===== config.mk =====
export PLATFORM = sky130hd
export DESIGN_NAME = cmcr_top
export DESIGN_NICKNAME = d
export VERILOG_FILES = /design/src/core/cmcr_pkg.sv /design/src/core/cmcr_hop_if.sv /design/src/core/cmcr_top.sv /design/src/core/cmcr_hop_timer.sv
export SDC_FILE = /design/constraint.sdc
export NUM_CORES = 1
export LEC_CHECK = 0
export BUFFER_PORTS_ARGS = -buffer_cell sky130_fd_sc_hd__buf_4
export CORE_MARGIN = 3
export CORE_UTILIZATION = 31
export CTS_CLUSTER_SIZE = 30
export DETAILED_ROUTE_END_ITERATION = 7
export RECOVER_POWER = 25
export SETUP_SLACK_MARGIN = 0.2
export SLEW_MARGIN = 5
export SYNTH_ARGS = -nofsm -noshare
export SYNTH_HDL_FRONTEND = slang
export SYNTH_SLANG_ARGS = --single-unit

===== constraint.sdc =====
create_clock -name CLK_SYS -period 2.35 [get_ports CLK_SYS]
set_input_delay 0.47 -clock CLK_SYS [delete_from_list [all_inputs] [get_ports CLK_SYS]]
set_output_delay 0.47 -clock CLK_SYS [all_outputs]
set_load 0.01 [all_outputs]

===== src/core/cmcr_pkg.sv =====
// Package: register map, field positions, reset values, states and timing of the mode control.
`default_nettype none
package cmcr_pkg;
  // ============================================================
  // Register map.
  localparam logic [7:0] CMCR_OFS_POLL_FIFO  = 8'ha5;
  localparam logic [7:0] CMCR_OFS_OPMODE     = 8'ha6;
  localparam logic [7:0] CMCR_OFS_STATUS     = 8'ha7;
  localparam logic [7:0] CMCR_RST_POLL_FIFO  = 8'h04;
  localparam logic [7:0] CMCR_RST_OPMODE     = 8'h10;
  localparam logic [7:0] CMCR_POLL_FIFO_MASK = 8'h3f;
  // ============================================================
  // Field positions of polling_and_fifo_control.
  localparam int unsigned CMCR_B_MSG_END_CONT  = 5;
  localparam int unsigned CMCR_B_TIMEOUT_CONT  = 4;
  localparam int unsigned CMCR_B_CYCLE_CLEAR   = 3;
  localparam int unsigned CMCR_B_FRAME_CLEAR   = 2;
  localparam int unsigned CMCR_B_QUEUE_LOCK    = 1;
  localparam int unsigned CMCR_B_SLEEP_XTAL_HP = 0;
  // ============================================================
  // Field positions of operating_mode_control.
  localparam int unsigned CMCR_B_PAD_POWER     = 7;
  localparam int unsigned CMCR_B_SYNTH_REINIT  = 6;
  localparam int unsigned CMCR_B_HOLD          = 5;
  localparam int unsigned CMCR_B_CLKOUT_EN     = 4;
  localparam int unsigned CMCR_B_CFG_SEL_HI    = 3;
  localparam int unsigned CMCR_B_CFG_SEL_LO    = 2;
  localparam int unsigned CMCR_B_SLAVE_RX_EN   = 1;
  localparam int unsigned CMCR_B_MODE_SEL      = 0;
  // ============================================================
  // Timing: channel hop wait, a least time rounded up to whole cycles.
  localparam int unsigned CMCR_CLK_PERIOD_PS = 5000;
  localparam int unsigned CMCR_HOP_TIME_PS   = 10000000;
  localparam int unsigned CMCR_HOP_CYCLES    =
    (CMCR_HOP_TIME_PS + CMCR_CLK_PERIOD_PS - 1) / CMCR_CLK_PERIOD_PS;
  // ============================================================
  // Sequencer states.
  typedef enum logic [2:0] {
    CMCR_ST_SLEEP,
    CMCR_ST_SLAVE_RUN,
    CMCR_ST_HOLD,
    CMCR_ST_HOP_WAIT,
    CMCR_ST_POLL,
    CMCR_ST_POLL_RUN,
    CMCR_ST_LOCKED
  } cmcr_state_t;
endpackage
`default_nettype wire


===== src/core/cmcr_hop_if.sv =====
// Interface: start and finish of the channel hop wait between sequencer and timer.
`default_nettype none
interface cmcr_hop_if;
  logic start;
  logic busy;
  logic done;
  modport seq (output start, input busy, input done);
  modport tmr (input start, output busy, output done);
endinterface
`default_nettype wire


===== src/core/cmcr_top.sv =====
// Chip mode control registers and the polling, queue and hold sequencer they steer.
//
// Added by the designer: the plain strobed port.
`default_nettype none
module cmcr_top
  import cmcr_pkg::*;
#(
  parameter int unsigned HOP_CYCLES = CMCR_HOP_CYCLES
) (
  input  wire logic       CLK_SYS,
  input  wire logic       RST,
  input  wire logic [7:0] REG_ADDR,
  input  wire logic [7:0] REG_WDATA,
  input  wire logic       REG_WR,
  input  wire logic       REG_RD,
  output logic      [7:0] REG_RDATA,
  input  wire logic       END_OF_MESSAGE,
  input  wire logic       MESSAGE_TIMEOUT,
  input  wire logic       WAKEUP_FOUND,
  input  wire logic       FRAME_START,
  input  wire logic       QUEUE_LOCK_RELEASE,
  input  wire logic       NEW_CHANNEL,
  input  wire logic       SINGLE_CHANNEL,
  output logic      [1:0] ACTIVE_CONFIG,
  output logic            POLL_RESUME,
  output logic            NEXT_CHANNEL,
  output logic            QUEUE_CLEAR,
  output logic            QUEUE_LOCKED,
  output logic            RX_CHAIN_HALT,
  output logic            SLEEP_XTAL_HIGH_PREC,
  output logic            SERIAL_OUT_HIGH_DRIVE,
  output logic            CLOCK_OUTPUT_ENABLE,
  output logic            HOLD_CONFIG_STATE,
  output logic            SYNTH_REINIT,
  output logic            RX_INIT,
  output logic            RX_SLEEP,
  output logic            RX_SLAVE_RUN,
  output logic            SELF_POLLING
);
  if (HOP_CYCLES < 1) $error("HOP_CYCLES must be at least one");

  // ============================================================
  // Register file.
  logic [7:0]  poll_fifo_q;
  logic [7:0]  opmode_q;
  logic [7:0]  rdata_q;
  cmcr_state_t state_q;
  cmcr_state_t state_d;
  logic [1:0]  cfg_q;
  logic [1:0]  cfg_d;
  logic [1:0]  pend_cfg_q;
  logic [1:0]  pend_cfg_d;
  logic        lock_poll_q;
  logic        lock_poll_d;
  logic        chan_new_q;

  always_ff @(posedge CLK_SYS) begin
    if (RST) begin
      poll_fifo_q <= CMCR_RST_POLL_FIFO;
      opmode_q    <= CMCR_RST_OPMODE;
    end else if (REG_WR) begin
      if (REG_ADDR == CMCR_OFS_POLL_FIFO) begin
        poll_fifo_q <= REG_WDATA & CMCR_POLL_FIFO_MASK;
      end
      if (REG_ADDR == CMCR_OFS_OPMODE) begin
        opmode_q <= REG_WDATA;
      end
    end
  end

  // Both control registers are write-only and read as zero; only status answers.
  always_ff @(posedge CLK_SYS) begin
    if (RST) begin
      rdata_q <= 8'h00;
    end else if (REG_RD && REG_ADDR == CMCR_OFS_STATUS) begin
      rdata_q <= {1'b0, state_q, cfg_q, QUEUE_LOCKED, HOLD_CONFIG_STATE};
    end else begin
      rdata_q <= 8'h00;
    end
  end
  assign REG_RDATA = rdata_q;

  wire msg_end_next  = poll_fifo_q[CMCR_B_MSG_END_CONT];
  wire timeout_next  = poll_fifo_q[CMCR_B_TIMEOUT_CONT];
  wire cycle_clear   = poll_fifo_q[CMCR_B_CYCLE_CLEAR];
  wire frame_clear   = poll_fifo_q[CMCR_B_FRAME_CLEAR];
  wire queue_lock_en = poll_fifo_q[CMCR_B_QUEUE_LOCK];
  wire synth_reinit  = opmode_q[CMCR_B_SYNTH_REINIT];
  wire hold_bit      = opmode_q[CMCR_B_HOLD];
  wire slave_rx_en   = opmode_q[CMCR_B_SLAVE_RX_EN];
  wire poll_mode     = opmode_q[CMCR_B_MODE_SEL];

  // ============================================================
  // Static outputs straight from register bits.
  assign SLEEP_XTAL_HIGH_PREC  = poll_fifo_q[CMCR_B_SLEEP_XTAL_HP];
  assign SERIAL_OUT_HIGH_DRIVE = opmode_q[CMCR_B_PAD_POWER];
  assign CLOCK_OUTPUT_ENABLE   = opmode_q[CMCR_B_CLKOUT_EN];

  // ============================================================
  // Hop timer.
  cmcr_hop_if hop ();
  cmcr_hop_timer #(
    .CYCLES (HOP_CYCLES)
  ) u_hop (
    .clk (CLK_SYS),
    .rst (RST),
    .hop (hop)
  );

  // ============================================================
  // Sequencer.
  logic clear_d;
  logic resume_d;
  logic next_ch_d;
  logic reinit_d;
  logic rx_init_d;
  logic clear_q;
  logic resume_q;
  logic next_ch_q;
  logic reinit_q;
  logic rx_init_q;

  always_comb begin
    state_d     = state_q;
    cfg_d       = cfg_q;
    pend_cfg_d  = pend_cfg_q;
    lock_poll_d = lock_poll_q;
    clear_d     = 1'b0;
    resume_d    = 1'b0;
    next_ch_d   = 1'b0;
    reinit_d    = 1'b0;
    rx_init_d   = 1'b0;
    hop.start   = 1'b0;
    unique case (state_q)
      CMCR_ST_SLEEP: begin
        if (poll_mode) begin
          state_d = CMCR_ST_POLL;
          cfg_d   = 2'h0;
        end else if (slave_rx_en) begin
          state_d   = CMCR_ST_SLAVE_RUN;
          clear_d   = cycle_clear;
          rx_init_d = 1'b1;
        end
      end
      CMCR_ST_SLAVE_RUN: begin
        if (poll_mode) begin
          state_d = CMCR_ST_POLL;
          cfg_d   = 2'h0;
        end else if (!slave_rx_en) begin
          state_d = CMCR_ST_SLEEP;
        end else if (hold_bit) begin
          state_d = CMCR_ST_HOLD;
        end else if (END_OF_MESSAGE && queue_lock_en) begin
          state_d     = CMCR_ST_LOCKED;
          lock_poll_d = 1'b0;
        end else if (FRAME_START) begin
          clear_d = frame_clear;
        end
      end
      CMCR_ST_HOLD: begin
        // Hold only leaves through its own bit, so a pending mode change waits for it.
        if (!hold_bit) begin
          if (synth_reinit && (chan_new_q || NEW_CHANNEL)) begin
            state_d   = CMCR_ST_HOP_WAIT;
            reinit_d  = 1'b1;
            hop.start = 1'b1;
          end else begin
            state_d   = CMCR_ST_SLAVE_RUN;
            rx_init_d = 1'b1;
          end
        end
      end
      CMCR_ST_HOP_WAIT: begin
        if (hop.done) begin
          state_d   = CMCR_ST_SLAVE_RUN;
          rx_init_d = 1'b1;
        end
      end
      CMCR_ST_POLL: begin
        if (!poll_mode) begin
          state_d = CMCR_ST_SLEEP;
        end else if (WAKEUP_FOUND) begin
          state_d   = CMCR_ST_POLL_RUN;
          clear_d   = cycle_clear;
          rx_init_d = 1'b1;
        end
      end
      CMCR_ST_POLL_RUN: begin
        if (!poll_mode) begin
          state_d = CMCR_ST_SLEEP;
        end else if (END_OF_MESSAGE) begin
          pend_cfg_d = msg_end_next ? cfg_q + 2'h1 : 2'h0;
          if (queue_lock_en) begin
            state_d     = CMCR_ST_LOCKED;
            lock_poll_d = 1'b1;
          end else begin
            state_d  = CMCR_ST_POLL;
            cfg_d    = msg_end_next ? cfg_q + 2'h1 : 2'h0;
            resume_d = 1'b1;
          end
        end else if (MESSAGE_TIMEOUT) begin
          state_d  = CMCR_ST_POLL;
          resume_d = 1'b1;
          if (!timeout_next) begin
            cfg_d = 2'h0;
          end else if (SINGLE_CHANNEL) begin
            cfg_d = cfg_q + 2'h1;
          end else begin
            next_ch_d = 1'b1;
          end
        end else if (FRAME_START) begin
          clear_d = frame_clear;
        end
      end
      CMCR_ST_LOCKED: begin
        // The chain stays halted even across a mode change until software releases it.
        if (QUEUE_LOCK_RELEASE) begin
          if (lock_poll_q) begin
            state_d  = CMCR_ST_POLL;
            cfg_d    = pend_cfg_q;
            resume_d = 1'b1;
          end else begin
            state_d = CMCR_ST_SLAVE_RUN;
          end
        end
      end
      default: begin
        state_d = CMCR_ST_SLEEP;
      end
    endcase
  end

  always_ff @(posedge CLK_SYS) begin
    if (RST) begin
      state_q     <= CMCR_ST_SLEEP;
      cfg_q       <= 2'h0;
      pend_cfg_q  <= 2'h0;
      lock_poll_q <= 1'b0;
    end else begin
      state_q     <= state_d;
      cfg_q       <= cfg_d;
      pend_cfg_q  <= pend_cfg_d;
      lock_poll_q <= lock_poll_d;
    end
  end

  // A channel programmed during hold is remembered until hold is left.
  always_ff @(posedge CLK_SYS) begin
    if (RST) begin
      chan_new_q <= 1'b0;
    end else if (state_q != CMCR_ST_HOLD) begin
      chan_new_q <= 1'b0;
    end else if (NEW_CHANNEL) begin
      chan_new_q <= 1'b1;
    end
  end

  always_ff @(posedge CLK_SYS) begin
    if (RST) begin
      clear_q   <= 1'b0;
      resume_q  <= 1'b0;
      next_ch_q <= 1'b0;
      reinit_q  <= 1'b0;
      rx_init_q <= 1'b0;
    end else begin
      clear_q   <= clear_d;
      resume_q  <= resume_d;
      next_ch_q <= next_ch_d;
      reinit_q  <= reinit_d;
      rx_init_q <= rx_init_d;
    end
  end

  // ============================================================
  // Outputs.
  assign ACTIVE_CONFIG     = poll_mode ? cfg_q : opmode_q[CMCR_B_CFG_SEL_HI:CMCR_B_CFG_SEL_LO];
  assign POLL_RESUME       = resume_q;
  assign NEXT_CHANNEL      = next_ch_q;
  assign QUEUE_CLEAR       = clear_q;
  assign QUEUE_LOCKED      = (state_q == CMCR_ST_LOCKED);
  assign RX_CHAIN_HALT     = (state_q == CMCR_ST_LOCKED) || hop.busy;
  assign HOLD_CONFIG_STATE = (state_q == CMCR_ST_HOLD);
  assign SYNTH_REINIT      = reinit_q;
  assign RX_INIT           = rx_init_q;
  assign RX_SLEEP          = (state_q == CMCR_ST_SLEEP);
  assign RX_SLAVE_RUN      = (state_q == CMCR_ST_SLAVE_RUN);
  assign SELF_POLLING      = (state_q == CMCR_ST_POLL) || (state_q == CMCR_ST_POLL_RUN);

  // ============================================================
  // Checks.
  logic [31:0] gap_q;
  always_ff @(posedge CLK_SYS) begin
    if (RST) begin
      gap_q <= 32'h0000_0000;
    end else if (SYNTH_REINIT) begin
      gap_q <= 32'h0000_0001;
    end else if (gap_q != 32'h0000_0000) begin
      gap_q <= gap_q + 32'h0000_0001;
    end
  end
endmodule
`default_nettype wire


===== src/core/cmcr_hop_timer.sv =====
// Channel hop wait timer: counts a fixed number of cycles after each start.
`default_nettype none
module cmcr_hop_timer #(
  parameter int unsigned CYCLES = 2000
) (
  input  wire logic  clk,
  input  wire logic  rst,
  cmcr_hop_if.tmr    hop
);
  localparam int unsigned CW = (CYCLES > 1) ? $clog2(CYCLES) : 1;

  logic [CW-1:0] cnt_q;
  logic          busy_q;

  if (CYCLES < 1) $error("hop wait must be at least one cycle");

  // ============================================================
  // Counter.
  // A start while busy restarts the wait, so the receiver never starts early.
  always_ff @(posedge clk) begin
    if (rst) begin
      cnt_q  <= '0;
      busy_q <= 1'b0;
    end else if (hop.start) begin
      cnt_q  <= CW'(CYCLES - 1);
      busy_q <= 1'b1;
    end else if (busy_q && cnt_q == '0) begin
      busy_q <= 1'b0;
    end else if (busy_q) begin
      cnt_q <= cnt_q - 1'b1;
    end
  end

  assign hop.busy = busy_q;
  assign hop.done = busy_q && (cnt_q == '0);
endmodule
`default_nettype wire


==> results of run 1 <==
metal layers:
| metal | share of wire | routed length, um | vias up | track usage |
|---|---|---|---|---|
| li1 | - | - | 968 | - |
| met1 | 0.50 | 2519 | 866 | 0.1742 |
| met2 | 0.44 | 2202 | 36 | 0.1879 |
| met3 | 0.042 | 211 | 7 | 0.03250 |
| met4 | 0.015 | 75 | 0 | 0.04337 |
| met5 | 0 | 0 | - | 0 |
state kept, by name, indices dropped and copies added, names as in the netlist, 2 cells and up:
| register | cells |
|---|---|
| poll_fifo_q | 6 |
| pend_cfg_q | 2 |
| opmode_q | 8 |
| u_hop.cnt_q | 11 |
| REG_RDATA | 7 |
| state_q | 3 |
| cfg_q | 2 |
power breakdown:
group | internal [mW] | switching (mW)
combinational | 0.226 | 0.252
clock | 0.241 | 0.268
sequential | 0.827 | 0.0694
total | 1.29 | 0.589
final cells by class:
type	count	share of cell area
timing repair buffer	53	0.1273
tap	96	0.04476
sequential	47	0.3510
multi-input combinational	184	0.4331
clock inverter	1	0.003263
clock buffer	7	0.03217
inverter	6	0.008392
per-stage QoR:
stage                     worst slack (ns)    util
after floorplan                     0.5882       -
after global placement              0.3951  0.3847
after detailed placement            0.3660  0.3847
after CTS                           0.2713  0.3987
after global routing                0.1506  0.3907
final                               0.2789  0.3907
cells by family (layout without fill, tap and decap cells):
| kind of cell | after synthesis | in the layout | synth area share |
|---|---|---|---|
| compound gates | 46 | 46 | 0.1377 |
| mux | 15 | 15 | 0.06969 |
| simple gates | 111 | 111 | 0.2697 |
| buf+inv | 22 | 67 | 0.04815 |
| flops | 47 | 47 | 0.4261 |
| xor+xnor | 9 | 9 | 0.03570 |
| fa+ha+maj | 2 | 2 | 0.01133 |
| other cells | 1 | 1 | 0.001698 |
worst max-delay path by stage:
stage / slack [ns] / from / cells past startpoint / endpoint
floorplan: 0.59 / REG_ADDR[6] / 7 / opmode_q[4]
global placement: 0.40 / REG_ADDR[6] / 8 / opmode_q[4]
detailed placement: 0.37 / REG_ADDR[6] / 8 / opmode_q[4]
CTS: 0.27 / state_q[1] / 4 / RX_CHAIN_HALT
global route: 0.15 / state_q[1] / 4 / HOLD_CONFIG_STATE
finish: 0.28 / state_q[1] / 4 / HOLD_CONFIG_STATE
what timing repair did:
action	in CTS	in global routing
hold buffers	0	0
buffers inserted	0	0
setup endpoints to repair	1	1
resized for setup	1	1
placed cells by master (no fill, tap or decap), drive strengths merged, types with 2 or more instances in the layout:
cell and instances:
nand2b 4, inv 6, a211o 2, nand3b 2
buf 38, a21oi 21, clkbuf 22, or2 3
nor2b 5, a21bo 2, xor2 7, nor3b 3
nand4 4, a31oi 3, nor2 34, mux2i 12
nand4b 3, xnor2 2, nor4 3, nand3 3
o21ai 9, ha 2, a311oi 3, and2 9
dfxtp 47, nand2 18, mux2 3, or3 3
nor3 12
==> reports/qor.yml, run 1 <==
cts:
  cts.sinks: 47
  cts_tree: "built"
  cts_root_buf: "clkbuf_8"
  numCtsBuffers: 5
  insertion_delay_ns: 0.30
  cts.clk_slew.worst_paths_ns: 0.08
  clockBufferDepth: 2
  htree_num_levels: 2
synthesis:
  synth_cells: 253
  synth_area_um2: 2208
  synth-async-reset-ratio: 0
  avgSynthCellArea_um2: 8.729
  yosys_most_used_dff: "dfxtp_1"
  synth.ff_latch_count: 47
  syn_nets: 282
  yosys.area.top_type_share: 0.4261
  ys_top_cells_by_area: "dfxtp_1, nor2_1, mux2i_1, a21oi_1, nand2_1"
  synth-edff-count: 0
  yosysWarnings: 0
  synth.largest_area_cell: "dfxtp_1"
  synth_common_cells: "dfxtp_1, nor2_1, a21oi_1"
  synth_most_common_cell: "dfxtp_1"
  synth_cell_types: 48
  ys_seq_area_frac: 0.4261
detailed_routing:
  wirelength_mm: 5.009
  via_count: 1877
  ant_nets: 0
  vias_per_cell: 4.764
  drc: 0
  wire_per_inst_um: 12.71
  drt_iter0_markers: 126
  dr.pass1.iters: 4
power_and_ir_drop:
  power_density_nw_per_um2: 701.8
  p_total_mw: 1.883
  peakVddDrop_v: 0.0002846
  p_leak_nw: 1.035
layout:
  fillCellCount: 722
  area_growth_pct: 21.53
  diodes: 0
  multiInputGateArea_um2: 1162
  drive_gt1_frac: 0.2114
  nets: 326
  design_area_um2: 2684
  fin_cells: 394
  seq_area_um2: 942.2
place:
  gpl.final_weighted_congestion: 0.8225
  place_area_um2: 2643
  port_buffers: 49
  dp.cells: 386
  hpwl_mm: 3.732
worst_setup_path:
  cp_num_buf_inv: 3
  worstPathMaxFanout: 7
  rrSetupSlack_ns: 0.45
  cpMaxStageDelayCell: "or3_1"
  arrival_ns: 1.60
  critPathTopFamily: "simple AND/OR/NAND/NOR gates"
  critPathLaunchType: "register"
  worstPathRequired_ns: 1.88
  r2r_start: "state_q[2]"
  worst_r2r_endpoint: "state_q[2]"
  crit_path_cell_trace: "inv_1, or3_1, inv_1, buf_4"
  critical_path_class: "register to output pin"
  ff2ff_path_depth: 6
  max_stage_delay_ns: 0.48
  cpMostUsedCell: "inv_1"
  cp-end-kind: "output pin"
timing:
  tns_ns: 0
  max_freq_ghz: 0.4828
  period_minus_slack_ns: 2.071
  fin_crit_sh: 0.8813
  setup_viol: 0
  fin_skew_ns: 0.009112
  maxSlewViolCount: 0
  rsz0062_at_grt: "false"
  holdWs_ns: 0.3903
  hold_violations: 0
  tightest_slew_ns: 0.4983
  slew_headroom: 0.6643
die:
  start_util: 0.3215
  dieArea_um2: 8172
  core_area_um2: 6869
  design.portCount: 51
  die_h_um: 90.40
  die_x_um: 90.40
  fp-row-count: 30
hold_path:
  hp-start: "REG_WDATA[4]"
  worstHoldPathType: "input pin to register"
  min_to: "opmode_q[4]"
  worstHoldPathCells: 2
job:
  drv_cap: 0
global_route:
  grt_max_degree: 42
  grt_pass1_wl_mm: 8.466
  antenna_found_initial: 0
  grt.overflow.total: 0
  grt_usage: 0.1254
  grt_pass1_vias: 1750
run_status:
  status: "completed"
Note: power is estimated with default switching activity, not from simulation.
==> run 2, diff against run 1 <==
CELL_PAD_IN_SITES_DETAIL_PLACEMENT = 1   (was unset)
CELL_PAD_IN_SITES_GLOBAL_PLACEMENT = 2   (was unset)
PLACE_DENSITY_LB_ADDON = 0.1   (was unset)
==> run 2 against run 1 <==
Against the previous run:
- count of clock-buffer cells in the layout down 2
- sequential share of layout area hardly changed
- die area did not move
- final cell count grew 0.25%
- global-route usage is 2.3 points higher
- worst setup slack better by 0.020 ns
- critical path type unchanged
- critical endpoint is now RX_CHAIN_HALT
- largest cell class unchanged
==> reports/qor.yml, run 2 (same netlist as run 1, synthesis figures left out) <==
die:
  design.portCount: 51  # unchanged
  die_x_um: 90.40  # unchanged
  core_area_um2: 6869  # unchanged
  die_h_um: 90.40  # unchanged
  start_util: 0.3215  # unchanged
  dieArea_um2: 8172  # unchanged
  fp-row-count: 30  # unchanged
cts:
  htree_num_levels: 2  # unchanged
  clockBufferDepth: 2  # unchanged
  insertion_delay_ns: 0.30  # about the same
  cts.clk_slew.worst_paths_ns: 0.09  # was 0.08 ns
  cts.sinks: 47  # unchanged
  cts_root_buf: "clkbuf_8"  # unchanged
  numCtsBuffers: 5  # unchanged
  cts_tree: "built"  # unchanged
  cts_setup_buffers: 0  # unchanged
worst_setup_path:
  r2r_start: "state_q[2]"  # unchanged
  max_stage_delay_ns: 0.37  # was 0.48 ns
  cp_num_buf_inv: 2  # was 3
  rrSetupSlack_ns: 0.46  # was 0.45 ns
  cpMostUsedCell: "buf_4"  # was inv_1
  cpMaxStageDelayCell: "dfxtp_1"  # was or3_1
  worstPathRequired_ns: 1.88  # about the same
  startpoint: "state_q[1]"  # unchanged
  worst_r2r_endpoint: "state_q[2]"  # unchanged
  crit_path_end: "RX_CHAIN_HALT"  # was HOLD_CONFIG_STATE
  worstSetupPathDepth: 4  # unchanged
  critical_path_class: "register to output pin"  # unchanged
  critPathLaunchType: "register"  # unchanged
  ff2ff_path_depth: 5  # was 6
  critPathTopFamily: "simple AND/OR/NAND/NOR gates"  # unchanged
  arrival_ns: 1.58  # was 1.60 ns
  crit_path_cell_trace: "buf_4, and3_1, or2_2, buf_4"  # was inv_1, or3_1, inv_1, buf_4
  worstPathMaxFanout: 9  # was 7
  cp-end-kind: "output pin"  # unchanged
timing:
  final.setup.worst_slack_ns: 0.2994  # was 0.2789 ns
  fin_crit_sh: 0.8726  # was 0.8813
  max_freq_ghz: 0.4877  # was 0.4828 GHz
  setup_viol: 0  # unchanged
  tns_ns: 0  # unchanged
  period_minus_slack_ns: 2.051  # was 2.071 ns
  fin_skew_ns: 0.01063  # was 0.009112 ns
  maxSlewViolCount: 0  # unchanged
  rsz0062_at_grt: "false"  # unchanged
  hold_violations: 0  # unchanged
  holdWs_ns: 0.3894  # was 0.3903 ns
power_and_ir_drop:
  p_leak_nw: 1.026  # was 1.035 nW
  power_density_nw_per_um2: 702.1  # was 701.8 nW/um^2
  p_total_mw: 1.885  # was 1.883 mW
  peakVddDrop_v: 0.0002700  # was 0.0002846 V
place:
  hpwl_mm: 4.380  # was 3.732 mm
  gpl.final_weighted_congestion: 0.7820  # was 0.8225
  port_buffers: 49  # unchanged
  dp_worst_setup_slack_ns: 0.3160  # was 0.3660 ns
layout:
  largest_reg_flops: 11  # unchanged
  multiInputGateArea_um2: 1166  # was 1162 um^2
  seq_area_um2: 942.2  # unchanged
  utilization: 0.3909  # was 0.3907
  diodes: 0  # unchanged
  final_common_cell: "dfxtp_1"  # unchanged
  area_growth_pct: 21.59  # was 21.53%
  fillCellCount: 852  # was 722
  nets: 327  # was 326
  drive_gt1_frac: 0.2207  # was 0.2114
  regMostFlops: "u_hop.cnt_q"  # unchanged
  layout_common_cells: "dfxtp_1, buf_4, nor2_1"  # unchanged
global_route:
  grt_usage: 0.1482  # was 0.1254
  grt_pass1_vias: 1956  # was 1,750
  grt.overflow.total: 0  # unchanged
  grt_max_degree: 42  # unchanged
  grt_pass1_wl_mm: 9.777  # was 8.466 mm
  antenna_found_initial: 0  # unchanged
detailed_routing:
  via_count: 1884  # was 1,877
  drc: 0  # unchanged
  dr.pass1.iters: 4  # unchanged
  ant_nets: 0  # unchanged
  drt_iter0_markers: 83  # was 126
  vias_per_cell: 4.770  # was 4.764
  wirelength_mm: 5.916  # was 5.009 mm
  wire_per_inst_um: 14.98  # was 12.71 um
hold_path:
  hp-start: "REG_WDATA[4]"  # unchanged
  worstHoldPathType: "input pin to register"  # unchanged
job:
  drv_cap: 0  # unchanged
run_status:
  status: "completed"  # unchanged
run 2: what timing repair did:
| item | 4_1_cts | 5_1_grt |
|---|---|---|
| endpoints found under the setup margin | 1 | 0 |
| hold buffers | 0 | 0 |
| resized for setup | 1 | 0 |
| endpoints found under the hold margin | 0 | 0 |
run 2: worst min path at each step:
stage,to,depth (start not counted)
after floorplan,pend_cfg_q[1],2
after global placement,pend_cfg_q[0],2
after detailed placement,pend_cfg_q[0],2
after CTS,opmode_q[4],2
after global routing,opmode_q[4],2
final,opmode_q[4],2
run 2: final cells by class:
cell class	instances	area share
Clock inverter	3	0.007456
Sequential cell	47	0.3509
Clock buffer	5	0.02563
Timing Repair Buffer	54	0.1286
Tap cell	96	0.04473
Multi-Input combinational cell	184	0.4343
Inverter	6	0.008388
run 2: per-stage QoR:
step | std cells | instance area, um^2
after floorplan | 253 | 2208
after global routing | 395 | 2685
final | 395 | 2685
after detailed placement | 387 | 2655
after CTS | 395 | 2745
after global placement | 387 | 2655
run 2: power by group:
group	leakage, nW	total [mW]	internal (mW)	switching [mW]
Sequential	0.379	0.895	0.827	0.0680
Clock	0.0402	0.489	0.207	0.281
Combinational	0.607	0.501	0.229	0.272
run 2: metal layers:
metal | up-vias | GRT usage | wire [um]
met5 | - | 0 | 0
met4 | 0 | 0.04592 | 65
met3 | 6 | 0.03333 | 253
met2 | 38 | 0.2271 | 2513
met1 | 876 | 0.2069 | 3082
li1 | 964 | - | -
==> run 3, diff against run 2 <==
SYNTH_HIERARCHICAL = 1   (was unset)
==> run 3 against run 2 <==
Against the previous run:
- final cell count grew 7.6%
- register-to-register slack got worse by 0.17 ns
- count of clock-buffer cells in the layout unchanged
- worst setup slack worse by 0.0053 ns
- flip-flop and latch count did not move
- sequential share of layout area down 3.1 points
- wire length rose by 17%
- non-clock buffer count grew 8
- sequential power is 9.8% lower
- cell area up 9.5%
- combinational power fell by 73%
- synthesized area is 8.2% higher
- critical endpoint is now u_hop/cnt_q[9]
==> reports/qor.yml, run 3 <==
worst_setup_path:
  worstPathRequired_ns: 2.59  # was 1.88 ns
  cpMaxStageDelayCell: "or4_1"  # was dfxtp_1
  crit_path_cell_trace: "or4b_4, a311o_1, or4_1, a31oi_1"  # was buf_4, and3_1, or2_2, buf_4
  critical_path_class: "register to register"  # was register to output pin
  critPathLaunchType: "register"  # unchanged
  r2r_start: "u_hop/hop.busy"  # was state_q[2]
  max_stage_delay_ns: 0.50  # was 0.37 ns
  worstPathMaxFanout: 7  # was 9
  cp-end-kind: "register"  # was output pin
  startpoint: "u_hop/hop.busy"  # was state_q[1]
  arrival_ns: 2.29  # was 1.58 ns
die:
  dieArea_um2: 8794  # was 8172 um^2
  start_util: 0.3241  # was 0.3215
  fp-row-count: 31  # was 30
  design.portCount: 51  # unchanged
  die_x_um: 93.78  # was 90.40 um
  core_area_um2: 7370  # was 6869 um^2
  die_h_um: 93.78  # was 90.40 um
synthesis:
  avgSynthCellArea_um2: 8.749  # was 8.729 um^2
  synth_cells: 273  # was 253
  synth_top_family_by_area: "simple AND/OR/NAND/NOR gates"  # unchanged
  yosys.area_share.xor_xnor: 0.01467  # was 0.03569
  synth-async-reset-ratio: 0  # unchanged
  synth_most_common_cell: "dfxtp_1"  # unchanged
  yosys.area.top_type_share: 0.3939  # was 0.4261
  synth_compound_area_frac: 0.1723  # was 0.1377
  synth.ff_latch_count: 47  # unchanged
  synth-adder-area-share: 0.005238  # was 0.01133
  synth-simple-area-share: 0.2797  # was 0.2697
  syn_nets: 301  # was 282
  synth_area_um2: 2389  # was 2208 um^2
  synth_cell_types: 60  # was 48
  synth-edff-count: 0  # unchanged
  ys_seq_area_frac: 0.3939  # was 0.4261
  yosys_most_used_dff: "dfxtp_1"  # unchanged
  synth_common_cells: "dfxtp_1, nor2_1, a21oi_1"  # unchanged
  yosysWarnings: 6  # was 0
  synth.largest_area_cell: "dfxtp_1"  # unchanged
  ys_top_cells_by_area: "dfxtp_1, mux2i_1, nor2_1, a21oi_1, nor3_1"  # was dfxtp_1, nor2_1, mux2i_1, a21oi_1, nand2_1
  yosys-mux-area-fraction: 0.07700  # was 0.06969
layout:
  drive_gt1_frac: 0.2086  # was 0.2207
  fin_cells: 425  # was 395
  layout_common_cells: "dfxtp_1, buf_4, nor2_1"  # unchanged
  diodes: 0  # unchanged
  final_common_cell: "dfxtp_1"  # unchanged
  regMostFlops: "u_hop/cnt_q"  # was u_hop.cnt_q
  nets: 353  # was 327
  largest_reg_flops: 11  # unchanged
  area_growth_pct: 23.10  # was 21.59%
global_route:
  grt_max_degree: 48  # was 42
  grt_pass1_vias: 2275  # was 1,956
  grt_usage: 0.1682  # was 0.1482
  grt.overflow.total: 0  # unchanged
  grt_pass1_wl_mm: 11.68  # was 9.777 mm
  antenna_found_initial: 0  # unchanged
run_status:
  status: "completed"  # unchanged
cts:
  cts_root_buf: "clkbuf_8"  # unchanged
  numCtsBuffers: 5  # unchanged
  cts.clk_slew.worst_paths_ns: 0.10  # was 0.09 ns
  cts_tree: "built"  # unchanged
  cts_hold_buf: 0  # unchanged
  htree_num_levels: 2  # unchanged
  cts.sinks: 47  # unchanged
  insertion_delay_ns: 0.31  # was 0.30 ns
  clockBufferDepth: 2  # unchanged
detailed_routing:
  wire_per_inst_um: 16.26  # was 14.98 um
  dr.pass1.iters: 4  # unchanged
  ant_nets: 0  # unchanged
  vias_per_cell: 5.125  # was 4.770
  wirelength_mm: 6.912  # was 5.916 mm
  drt_iter0_markers: 92  # was 83
  drc: 0  # unchanged
  via_count: 2178  # was 1,884
timing:
  period_minus_slack_ns: 2.056  # was 2.051 ns
  maxSlewViolCount: 0  # unchanged
  fin_skew_ns: 0.006783  # was 0.01063 ns
  fin_crit_sh: 0.8749  # was 0.8726
  rsz0062_at_grt: "true"  # was false
  max_freq_ghz: 0.4864  # was 0.4877 GHz
  tns_ns: 0  # unchanged
  hold_violations: 0  # unchanged
  setup_viol: 0  # unchanged
hold_path:
  worstHoldPathType: "input pin to register"  # unchanged
  hp-start: "REG_WDATA[7]"  # was REG_WDATA[4]
place:
  hpwl_mm: 5.259  # was 4.380 mm
  port_buffers: 49  # unchanged
  dp.cells: 415  # was 387
  gpl.final_weighted_congestion: 0.7620  # was 0.7820
power_and_ir_drop:
  peakVddDrop_v: 0.0002161  # was 0.0002700 V
  power_density_nw_per_um2: 495.9  # was 702.1 nW/um^2
  p_leak_nw: 1.178  # was 1.026 nW
job:
  drv_cap: 0  # unchanged
==> run 3: path summary, 6_finish.rpt <==
path,slack [ns],end,cells after the start
worst min register to register,0.46,pend_cfg_q[0],2
worst max-delay path,0.29,u_hop/cnt_q[9],4
worst min-delay path,0.39,opmode_q[7],3
worst max register to register,0.29,u_hop/cnt_q[9],4
==> run 3: kinds of logic after synthesis <==
kind of cell | Yosys count
AOI/OAI and AO/OA | 57
and+or+nand+nor | 117
other | 1
xor gates and xnor gates | 4
adders and majority gates | 1
buffers and inverters | 28
muxes | 18
DFF | 47
==> run 3: through the flow <==
| stage | hold slack (ns) | utilization | setup WS, ns | power [mW] | cell area [um^2] |
|---|---|---|---|---|---|
| after floorplan | 0.4322 | - | 0.4052 | 0.8938 | 2389 |
| after global placement | 0.4437 | 0.3898 | 0.3861 | 0.9599 | 2873 |
| after detailed placement | 0.4558 | 0.3898 | 0.2906 | 0.9602 | 2873 |
| after CTS | 0.3787 | 0.4044 | 0.2060 | 1.504 | 2980 |
| after global routing | 0.3928 | 0.3990 | 0.1056 | 1.543 | 2940 |
| final | 0.3902 | 0.3990 | 0.2940 | 1.458 | 2940 |
==> run 3: area by class of cell <==
cell class,count,area (um^2)
inverters,11,42.54
multi-input cells,198,1335
flip-flops and latches,47,940.9
fillers,918,4429
clock inverters,3,23.77
well taps,99,123.9
clock buffers,5,68.82
repair buffers,62,405.4
==> run 3: timing repair <==
item | 4_1_cts | 5_1_grt
resized for setup | 0 | 3
pin swaps | 1 | 0
buffers inserted | 2 | 0
endpoints found under the setup margin | 1 | 4
endpoints found under the hold margin | 0 | 0
==> run 3: critical path: cells and delay by family (launching register included) <==
family,cells,cell delay [ns]
AO/OA/AOI/OAI,2,0.59
AND/OR/NAND/NOR,2,0.99
flip-flops,1,0.41
==> run 3: where the power goes <==
group | internal [mW] | switching [mW] | leakage, nW | total, mW
Combinational | 0.0653 | 0.0690 | 0.759 | 0.134
Clock | 0.213 | 0.303 | 0.0408 | 0.517
Sequential | 0.799 | 0.00810 | 0.378 | 0.807
Total | 1.08 | 0.380 | 1.18 | 1.46
==> run 3: per-layer routing <==
metal / track usage / vias to the layer above / routed length (um) / part of all wire
met5: 0 / - / 0 / 0
met4: 0.05174 / 0 / 102 / 0.015
met3: 0.03365 / 7 / 258 / 0.037
met2: 0.2756 / 36 / 3292 / 0.48
met1: 0.2218 / 1042 / 3258 / 0.47
li1: - / 1093 / - / -
